<file path="src/rtl/dsra_pkg.sv">
package dsra_pkg;

  // ----------------------------------------------------------------
  // Timing
  // ----------------------------------------------------------------
  localparam int CLK_PERIOD_NS = 5;
  localparam int FILT_TIME_NS = 20;
  // Least time, so round up to whole cycles
  localparam int FILT_CYC = (FILT_TIME_NS + CLK_PERIOD_NS - 1) / CLK_PERIOD_NS;
  localparam logic [3:0] FILT_LAST = 4'(FILT_CYC - 1);

  // ----------------------------------------------------------------
  // Protocol constants
  // ----------------------------------------------------------------
  localparam logic [5:0] SLAVE_ID_HIGH = 6'h2e;
  localparam logic [3:0] BYTE_BITS = 4'h8;
  localparam logic [3:0] SPI_CMD_LAST = 4'h7;
  localparam logic [3:0] SPI_BLOCK_FIRST = 4'h8;
  localparam logic [3:0] SPI_BLOCK_LAST = 4'hf;
  localparam logic [6:0] ADDR_RESET = 7'h00;
  localparam logic [7:0] TX_IDLE = 8'hff;

  // ----------------------------------------------------------------
  // Types
  // ----------------------------------------------------------------
  typedef enum logic [2:0] {
    I2C_IDLE,
    I2C_ADDR,
    I2C_SUB,
    I2C_WDATA,
    I2C_RDATA
  } dsra_i2c_state_type;

  typedef struct packed {
    logic [6:0] addr;
    logic [7:0] wdata;
    logic wr;
    logic rd;
  } dsra_reg_req_type;

endpackage

</file>
<file path="src/rtl/dsra_serial_slave.sv">
`timescale 1ns/1ps
module dsra_serial_slave
  import dsra_pkg::*;
(
  input wire logic clk_sys, // System clock
  input wire logic rst, // Synchronous reset
  input wire logic chip_select, // Mode select and serial frame pin
  input wire logic serial_port_clock, // Shared clock pin
  input wire logic bidir_serial_line_in, // Data pad level
  output logic bidir_serial_line_out, // Data pad drive value
  output logic bidir_serial_line_oe, // Data pad driven
  input wire logic address_select_pin, // Strap level on output pad
  output logic serial_out_line, // Four-wire read data
  output logic serial_out_line_oe, // Four-wire output driven
  input wire logic three_wire_select, // Control bit: single data pin
  input wire logic auto_increment, // Control bit: address stepping
  output dsra_reg_req_type reg_req, // Register access request
  input wire logic [7:0] reg_rdata // Read data, cycle after reg_req.rd
);

  // ----------------------------------------------------------------
  // Pin conditioning
  // ----------------------------------------------------------------
  logic [2:0] raw;
  logic [2:0] sync_a;
  logic [2:0] sync_b;
  logic [2:0] clean;
  logic [2:0] clean_d;
  logic [3:0] fcnt [3];
  logic strap_a;
  logic strap_b;

  assign raw = {chip_select, bidir_serial_line_in, serial_port_clock};

  // Two flops per pin, then a stable-count filter
  always_ff @(posedge clk_sys) begin
    if (rst) begin
      sync_a <= 3'h7;
      sync_b <= 3'h7;
      clean_d <= 3'h7;
      strap_a <= 1'b0;
      strap_b <= 1'b0;
    end else begin
      sync_a <= raw;
      sync_b <= sync_a;
      clean_d <= clean;
      strap_a <= address_select_pin;
      strap_b <= strap_a;
    end
  end

  // A change must persist FILT_CYC cycles, so spikes never reach the edges
  genvar g;
  generate
    for (g = 0; g < 3; g++) begin : g_filt
      always_ff @(posedge clk_sys) begin
        if (rst) begin
          fcnt[g] <= 4'h0;
          clean[g] <= 1'b1;
        end else if (sync_b[g] == clean[g]) begin
          fcnt[g] <= 4'h0;
        end else if (fcnt[g] == FILT_LAST) begin
          clean[g] <= sync_b[g];
          fcnt[g] <= 4'h0;
        end else begin
          fcnt[g] <= fcnt[g] + 4'h1;
        end
      end
    end
  endgenerate

  a_filter_hold: assert property (@(posedge clk_sys) disable iff (rst)
    $changed(clean[0]) |-> $past(fcnt[0]) == FILT_LAST)
    else $error("clock line passed filter early");

  // ----------------------------------------------------------------
  // Edge and condition decode
  // ----------------------------------------------------------------
  wire cs_hi = clean[2];
  wire spi_act = ~clean[2];
  wire sda = clean[1];
  // Only edges matter, so a clock held low by anyone simply waits
  wire clk_rise = clean[0] & ~clean_d[0];
  wire clk_fall = ~clean[0] & clean_d[0];
  wire clk_high = clean[0] & clean_d[0];
  wire start = cs_hi & clk_high & ~clean[1] & clean_d[1];
  wire stop = cs_hi & clk_high & clean[1] & ~clean_d[1];

  // ----------------------------------------------------------------
  // Two-wire slave
  // ----------------------------------------------------------------
  dsra_i2c_state_type state;
  logic [3:0] bcnt;
  logic ack_ph;
  logic i2c_low;
  logic [7:0] i_sh;
  logic [7:0] tx;
  logic [7:0] next_tx;

  wire id_match = (i_sh[7:1] == {SLAVE_ID_HIGH, strap_b});
  wire i_busy = cs_hi & (state != I2C_IDLE) & ~start & ~stop;
  wire i_byte_end = i_busy & clk_fall & (bcnt == BYTE_BITS) & ~ack_ph;
  wire i_ack_rise = i_busy & clk_rise & ack_ph;
  wire i_ack_end = i_busy & clk_fall & ack_ph;
  wire i_to_read = (state == I2C_ADDR) & i_sh[0];
  // Bit 7 of the sub-address is ignored; stepping follows the control bit
  wire i_sub_set = i_byte_end & (state == I2C_SUB);
  wire i_wr = i_byte_end & (state == I2C_WDATA);
  wire i_rd_req = i_ack_rise & (i_to_read | ((state == I2C_RDATA) & ~sda));
  wire i_tx_load = i_ack_end & (i_to_read | (state == I2C_RDATA));
  wire i_tx_shift = i_busy & clk_fall & (state == I2C_RDATA) & ~ack_ph
    & (bcnt != BYTE_BITS) & (bcnt != 4'h0);

  // Byte engine: sample on rise, act on fall, ninth clock is the ack slot
  always_ff @(posedge clk_sys) begin
    if (rst || !cs_hi) begin
      state <= I2C_IDLE;
      bcnt <= 4'h0;
      ack_ph <= 1'b0;
      i2c_low <= 1'b0;
      i_sh <= 8'h00;
    end else if (start) begin
      state <= I2C_ADDR;
      bcnt <= 4'h0;
      ack_ph <= 1'b0;
      i2c_low <= 1'b0;
    end else if (stop) begin
      state <= I2C_IDLE;
      ack_ph <= 1'b0;
      i2c_low <= 1'b0;
    end else if (state != I2C_IDLE) begin
      if (clk_rise && !ack_ph && bcnt != BYTE_BITS) begin
        i_sh <= {i_sh[6:0], sda};
        bcnt <= bcnt + 4'h1;
      end else if (i_ack_rise) begin
        if (state == I2C_RDATA && sda) begin
          state <= I2C_IDLE;
          i2c_low <= 1'b0;
        end
      end else if (i_byte_end) begin
        ack_ph <= 1'b1;
        if (state == I2C_ADDR && !id_match) begin
          state <= I2C_IDLE;
          i2c_low <= 1'b0;
        end else begin
          i2c_low <= (state != I2C_RDATA);
        end
      end else if (i_ack_end) begin
        ack_ph <= 1'b0;
        bcnt <= 4'h0;
        if (i_to_read) begin
          state <= I2C_RDATA;
        end else if (state == I2C_ADDR || state == I2C_SUB) begin
          state <= (state == I2C_ADDR) ? I2C_SUB : I2C_WDATA;
        end
        i2c_low <= i_tx_load & ~next_tx[7];
      end else if (i_tx_shift) begin
        i2c_low <= ~next_tx[7];
      end
    end
  end

  a_i2c_off_spi: assert property (@(posedge clk_sys) disable iff (rst)
    !cs_hi |=> !i2c_low && state == I2C_IDLE)
    else $error("two-wire slave active in serial mode");

  a_addr_nak_release: assert property (@(posedge clk_sys) disable iff (rst)
    (i_byte_end && state == I2C_ADDR && !id_match) |=> !bidir_serial_line_oe ##1
    !bidir_serial_line_oe)
    else $error("data driven after address mismatch");

  a_ack_hold: assert property (@(posedge clk_sys) disable iff (rst)
    (i_busy && ack_ph && clk_high && state inside {I2C_SUB, I2C_WDATA})
    |-> bidir_serial_line_oe && !bidir_serial_line_out)
    else $error("acknowledge not held low in high phase");

  a_tx_release: assert property (@(posedge clk_sys) disable iff (rst)
    (i_byte_end && state == I2C_RDATA) |=> !i2c_low)
    else $error("data not released for host acknowledge");

  a_nak_release: assert property (@(posedge clk_sys) disable iff (rst)
    (i_ack_rise && state == I2C_RDATA && sda) |=> state == I2C_IDLE && !i2c_low)
    else $error("no-acknowledge did not release the line");

  a_stop_idle: assert property (@(posedge clk_sys) disable iff (rst)
    stop |=> state == I2C_IDLE && !i2c_low)
    else $error("stop did not end the transfer");

  // ----------------------------------------------------------------
  // Clocked serial slave
  // ----------------------------------------------------------------
  logic [3:0] scnt;
  logic [7:0] s_sh;
  logic s_rd;
  logic s_drv;

  wire s_rise = spi_act & clk_rise;
  wire s_fall = spi_act & clk_fall;
  wire s_addr_set = s_rise & (scnt == SPI_CMD_LAST);
  wire s_rd_req = s_rise & (((scnt == SPI_CMD_LAST) & s_sh[6])
    | ((scnt == SPI_BLOCK_LAST) & s_rd));
  wire s_wr = s_rise & (scnt == SPI_BLOCK_LAST) & ~s_rd;
  wire s_tx_load = s_fall & s_rd & (scnt == SPI_BLOCK_FIRST);
  wire s_tx_shift = s_fall & s_rd & (scnt > SPI_BLOCK_FIRST);

  // Bit counter wraps 15 to 8, so each extra byte is one 8-clock block
  always_ff @(posedge clk_sys) begin
    if (rst || cs_hi) begin
      scnt <= 4'h0;
      s_sh <= 8'h00;
      s_rd <= 1'b0;
      s_drv <= 1'b0;
    end else begin
      if (s_rise) begin
        s_sh <= {s_sh[6:0], sda};
        scnt <= (scnt == SPI_BLOCK_LAST) ? SPI_BLOCK_FIRST : scnt + 4'h1;
        if (scnt == SPI_CMD_LAST) begin
          s_rd <= s_sh[6];
        end
      end
      if (s_tx_load) begin
        s_drv <= 1'b1;
      end
    end
  end

  a_spi_write: assert property (@(posedge clk_sys) disable iff (rst)
    (s_rise && scnt == SPI_BLOCK_LAST && !s_rd) |=> reg_req.wr
    && reg_req.wdata == $past(s_sh[6:0]) * 2 + 8'($past(sda)))
    else $error("serial write byte not issued after 16th clock");

  a_spi_drive: assert property (@(posedge clk_sys) disable iff (rst)
    (s_tx_load && !three_wire_select) |=> serial_out_line_oe || cs_hi)
    else $error("read data not driven from bit 8");

  // ----------------------------------------------------------------
  // Shared register access and read shifter
  // ----------------------------------------------------------------
  logic rd_cap;
  logic [7:0] rbuf;

  wire set_addr = i_sub_set | s_addr_set;
  wire [6:0] set_val = i_sub_set ? i_sh[6:0] : {s_sh[5:0], sda};
  wire do_wr = i_wr | s_wr;
  wire [7:0] wval = i_wr ? i_sh : {s_sh[6:0], sda};
  wire tx_load = i_tx_load | s_tx_load;
  wire tx_shift = i_tx_shift | s_tx_shift;

  assign next_tx = tx_load ? rbuf : (tx_shift ? {tx[6:0], 1'b1} : tx);

  // Address steps once after each finished access when auto_increment is set, so reads prefetch ahead
  always_ff @(posedge clk_sys) begin
    if (rst) begin
      reg_req <= '0;
      rd_cap <= 1'b0;
      rbuf <= TX_IDLE;
      tx <= TX_IDLE;
    end else begin
      reg_req.rd <= i_rd_req | s_rd_req;
      reg_req.wr <= do_wr;
      if (do_wr) begin
        reg_req.wdata <= wval;
      end
      rd_cap <= reg_req.rd;
      if (rd_cap) begin
        rbuf <= reg_rdata;
      end
      if (set_addr) begin
        reg_req.addr <= set_val;
      end else if ((reg_req.wr || rd_cap) && auto_increment) begin
        reg_req.addr <= reg_req.addr + 7'h01;
      end
      tx <= next_tx;
    end
  end

  a_sub_load: assert property (@(posedge clk_sys) disable iff (rst)
    i_sub_set |=> reg_req.addr == 7'($past(i_sh)))
    else $error("sub-address not loaded");

  a_auto_step: assert property (@(posedge clk_sys) disable iff (rst)
    (reg_req.wr && !set_addr) |=> reg_req.addr
    == $past(reg_req.addr) + 7'($past(auto_increment)))
    else $error("address step wrong after access");

  // ----------------------------------------------------------------
  // Pad drive
  // ----------------------------------------------------------------
  // Open-drain low in two-wire mode, push-pull in three-wire serial mode
  assign bidir_serial_line_out = spi_act & tx[7];
  assign bidir_serial_line_oe = spi_act ? (s_drv & three_wire_select) : i2c_low;
  assign serial_out_line = tx[7];
  assign serial_out_line_oe = spi_act & s_drv & ~three_wire_select;

endmodule

</file>
<file path="config.mk">
export PLATFORM = sky130hd
export DESIGN_NAME = dsra_serial_slave
export DESIGN_NICKNAME = d
export VERILOG_FILES = /design/src/rtl/dsra_pkg.sv /design/src/rtl/dsra_serial_slave.sv
export SDC_FILE = /design/constraint.sdc
export NUM_CORES = 1
export LEC_CHECK = 0
export BUFFER_PORTS_ARGS = -buffer_cell sky130_fd_sc_hd__buf_2
export CORE_UTILIZATION = 35
export CTS_CLUSTER_SIZE = 30
export DETAILED_ROUTE_END_ITERATION = 8
export GPL_TIMING_DRIVEN = 0
export PLACE_DENSITY_LB_ADDON = 0.05
export SYNTH_ARGS = -nofsm -noshare
export SYNTH_HDL_FRONTEND = slang
export SYNTH_SLANG_ARGS = --single-unit
</file>
<file path="constraint.sdc">
create_clock -name clk_sys -period 2.4 [get_ports clk_sys]
set_input_delay 0.48 -clock clk_sys [delete_from_list [all_inputs] [get_ports clk_sys]]
set_output_delay 0.48 -clock clk_sys [all_outputs]
set_load 0.03 [all_outputs]
</file>
==> results.sh <==
export IMPL_gr_usage_all_layers_pct=18.3
export IMPL_startpoint_type="flop"
export IMPL_layout_setup_ws_ns=0.239
export IMPL_synth_edf_count=12
export IMPL_ys_ff_latch=89
export IMPL_route_detailed_drc=3
export IMPL_drt_iter0_drc=242
export IMPL_synth_flop_cell="dfxtp_1"
export IMPL_grt_overflow_total=0
export IMPL_clock_fmax_mhz=463
export IMPL_core_area_mm2=0.0116
export IMPL_cp_end_kind="flop"
export IMPL_stdcell_count=673
export IMPL_slew_violations=0
export IMPL_fin_crit_ns=2.16
export IMPL_fin_setup_tns_ns=0
export IMPL_hold_path_class="primary input to flop"
export IMPL_grt_pass1_wl_um=17700
export IMPL_slew_limit_headroom_pct=53.6
export IMPL_cap_violations=0
export IMPL_yosysSeqAreaShare_pct=45.2
export IMPL_p_total_mw=3.17
export IMPL_grt_setup_unrepaired="no"
export IMPL_vdd_drop_max_v=0.000366
export IMPL_vias_per_cell=5.24
export IMPL_cts_hold_buf=0
export IMPL_hold_viol_final=0
export IMPL_antenna_cells=0
export IMPL_worstPathArrival_ns=2.42
export IMPL_power_density_mw_per_mm2=639
export IMPL_io_pins=37
export IMPL_cts_tree="built"
export IMPL_h_tree_depth=3
export IMPL_ys_warn_count=0
export IMPL_use_met3_pct=3.81
export IMPL_postLayoutCellArea_mm2=0.00496
export IMPL_crit_fanout=10
export IMPL_drive_gt1_share_pct=14.9
export IMPL_grtUsageMet1_pct=24.7
export IMPL_gp_congestion=0.812
export IMPL_cp_cell_sequence="inv_1, ha_1, nand4bb_2, nor4_4, buf_2, a22o_1, a21oi_1, nor4_1"
export IMPL_violations="design-rule violations"
export IMPL_clk_latency_ns=0.35
export IMPL_vias=3528
export IMPL_ys_async_sr_fraction_pct=0
export IMPL_netlist_area_mm2=0.00421
export IMPL_antenna_found_initial=0
export IMPL_place_area_mm2=0.00461
export IMPL_met2_usage_pct=28.9
export IMPL_place_inst=657
export IMPL_place_ws_ns=-0.0747
export IMPL_clk_pin_slew_ns=0.07
export IMPL_num_rows=39
export IMPL_cts_resized=1
export IMPL_cpPeakStageDelay_ns=0.37
export IMPL_clock_path_buffers=2
export IMPL_status="complete, but fails checks"
export IMPL_grt_max_degree=16
export IMPL_worst_pin_slew_ns=0.695
export IMPL_final_nets=549
export IMPL_numCtsBuffers=9
export IMPL_grt_pass1_vias=3362
export IMPL_grt_busiest_layer="met2"
export IMPL_cts_sinks=89
export IMPL_numPortBuffers=36
export IMPL_die_area_mm2=0.0125
export IMPL_p_leak_nw=1.96
export IMPL_die_y_um=112
export IMPL_fin_crit_sh_pct=90.0
export IMPL_cp_required_ns=2.66
export IMPL_setup_viol=0
export IMPL_synthToLayoutAreaGrowth_pct=17.7
export IMPL_postCtsSetupBuffers=0
export IMPL_syn_avg_cell_area_um2=9.02
export IMPL_antenna_left=0
export IMPL_dp_hpwl_um=7650
export IMPL_cts_root_buf="clkbuf_16"
export IMPL_die_w_um=112
export IMPL_first_pass_iters=6
export IMPL_critPathSlowestCell="nor4_4"
export IMPL_wl_per_cell_um=15.7
export IMPL_ys_types=64
export IMPL_path_class="flop to flop"
export IMPL_skew_ns=0.00841
export IMPL_syn_inst=467
export IMPL_floorplan_initialDensity_pct=36.4
export IMPL_routed_wl_um=10500
placed cells by master (no fill, tap or decap), drive strengths merged, types with 4 or more instances in the layout:
master and instances:
xnor2 12, nor2b 10, nor3b 7, nor2 42, o21ai 13, nand3 16
dfxtp 77, nand3b 5, ha 8, nand4 4, a22o 4, conb 12
mux2i 19, nor4 4, clkbuf 26, buf 45, a221oi 9, o211ai 6
edfxtp 12, nand2 50, nand2b 9, xor2 6, a211oi 11, or2 10
and3 5, nor3 12, a21oi 27, inv 21, or3 4, a31oi 6
power breakdown:
group | internal [mW] | switching (mW) | leakage (nW)
Clock | 0.945 | 0.579 | 0.157
Combinational | 0.0395 | 0.0673 | 1.06
Sequential | 1.53 | 0.0108 | 0.747
worst max-delay path: cells and delay by family (launching register included):
| family | cells | cell delay, ns |
|---|---|---|
| AO/OA/AOI/OAI | 2 | 0.26 |
| buffers and inverters | 2 | 0.37 |
| flip-flops | 1 | 0.33 |
| AND/OR/NAND/NOR | 3 | 0.87 |
| adder cells (fa/ha/maj) | 1 | 0.23 |
final timing paths:
path	startpoint	endpoint	slack [ns]	cells past startpoint
max reg2reg	bcnt[0]$_SDFFE_PP0P_	reg_req[12]$_SDFFE_PP0P_	0.24	8
min	chip_select	sync_a[2]$_SDFF_PP1_	0.31	2
min reg2reg	sync_a[0]$_SDFF_PP1_	sync_b[0]$_SDFF_PP1_	0.42	1
max	bcnt[0]$_SDFFE_PP0P_	reg_req[12]$_SDFFE_PP0P_	0.24	8
synth_stat cells, types with 5 or more instances:
| cell type | instances | share of area [%] |
|---|---|---|
| inv_1 | 21 | 1.9 |
| nor2b_1 | 10 | 1.5 |
| xnor2_1 | 12 | 2.5 |
| nor3_1 | 11 | 1.3 |
| a211oi_1 | 11 | 2.0 |
| o211ai_1 | 5 | 0.89 |
| edfxtp_1 | 12 | 8.6 |
| nand3b_1 | 5 | 0.89 |
| nor2_1 | 42 | 3.7 |
| a21oi_1 | 27 | 3.2 |
| a221oi_1 | 9 | 1.9 |
| nor3b_1 | 6 | 1.1 |
| or2_2 | 8 | 1.2 |
| buf_2 | 8 | 0.95 |
| a31oi_1 | 6 | 0.89 |
| nand3_1 | 16 | 1.9 |
| o21ai_0 | 12 | 1.4 |
| xor2_1 | 6 | 1.2 |
| ha_1 | 8 | 2.4 |
| mux2i_1 | 19 | 4.5 |
| clkbuf_1 | 14 | 1.2 |
| dfxtp_1 | 77 | 37 |
| nand2_1 | 50 | 4.5 |
| and3_1 | 5 | 0.74 |
| nand2b_1 | 9 | 1.3 |
final cells by class:
type	count	area [um2]
Multi-Input combinational cell	345	2190
Timing Repair Buffer	36	180
Buffer	23	105
Fill cell	1144	6610
Clock inverter	4	77.6
Sequential cell	89	1900
Clock buffer	12	246
Inverter	21	78.8
Tap cell	143	179
state kept, by name (all words and copies together), names as in the netlist, 4 cells and up:
| signal | cells |
|---|---|
| bcnt | 4 |
| fcnt | 12 |
| i_sh | 8 |
| rbuf | 8 |
| reg_req | 17 |
| s_sh | 7 |
| scnt | 4 |
| tx | 8 |
stage by stage:
stage / utilization (%) / hold WS [ns]
finish: 42.9 / 0.308
global route: 42.9 / 0.302
CTS: 42.7 / 0.301
detailed placement: 39.9 / 0.402
global placement: 39.9 / 0.404
floorplan: - / 0.389
kinds of logic after synthesis:
family / count (synthesis) / synth area share [%]
flip-flops: 89 / 45.2
XOR/XNOR: 18 / 3.74
multiplexers: 19 / 4.52
adder cells (fa/ha/maj): 8 / 2.38
AO/OA/AOI/OAI: 98 / 16.4
other: 1 / 0.0890
buffers and inverters: 44 / 4.34
AND/OR/NAND/NOR: 190 / 23.4
layer usage:
metal / part of all wire (%) / wire length, um / vias up
met5: 0 / 0 / -
met2: 46 / 4830 / 82
li1: - / - / 1778
met1: 48 / 5100 / 1658
met3: 4.3 / 451 / 10
met4: 1.5 / 156 / 0
(Power assumes the default switching activity.)
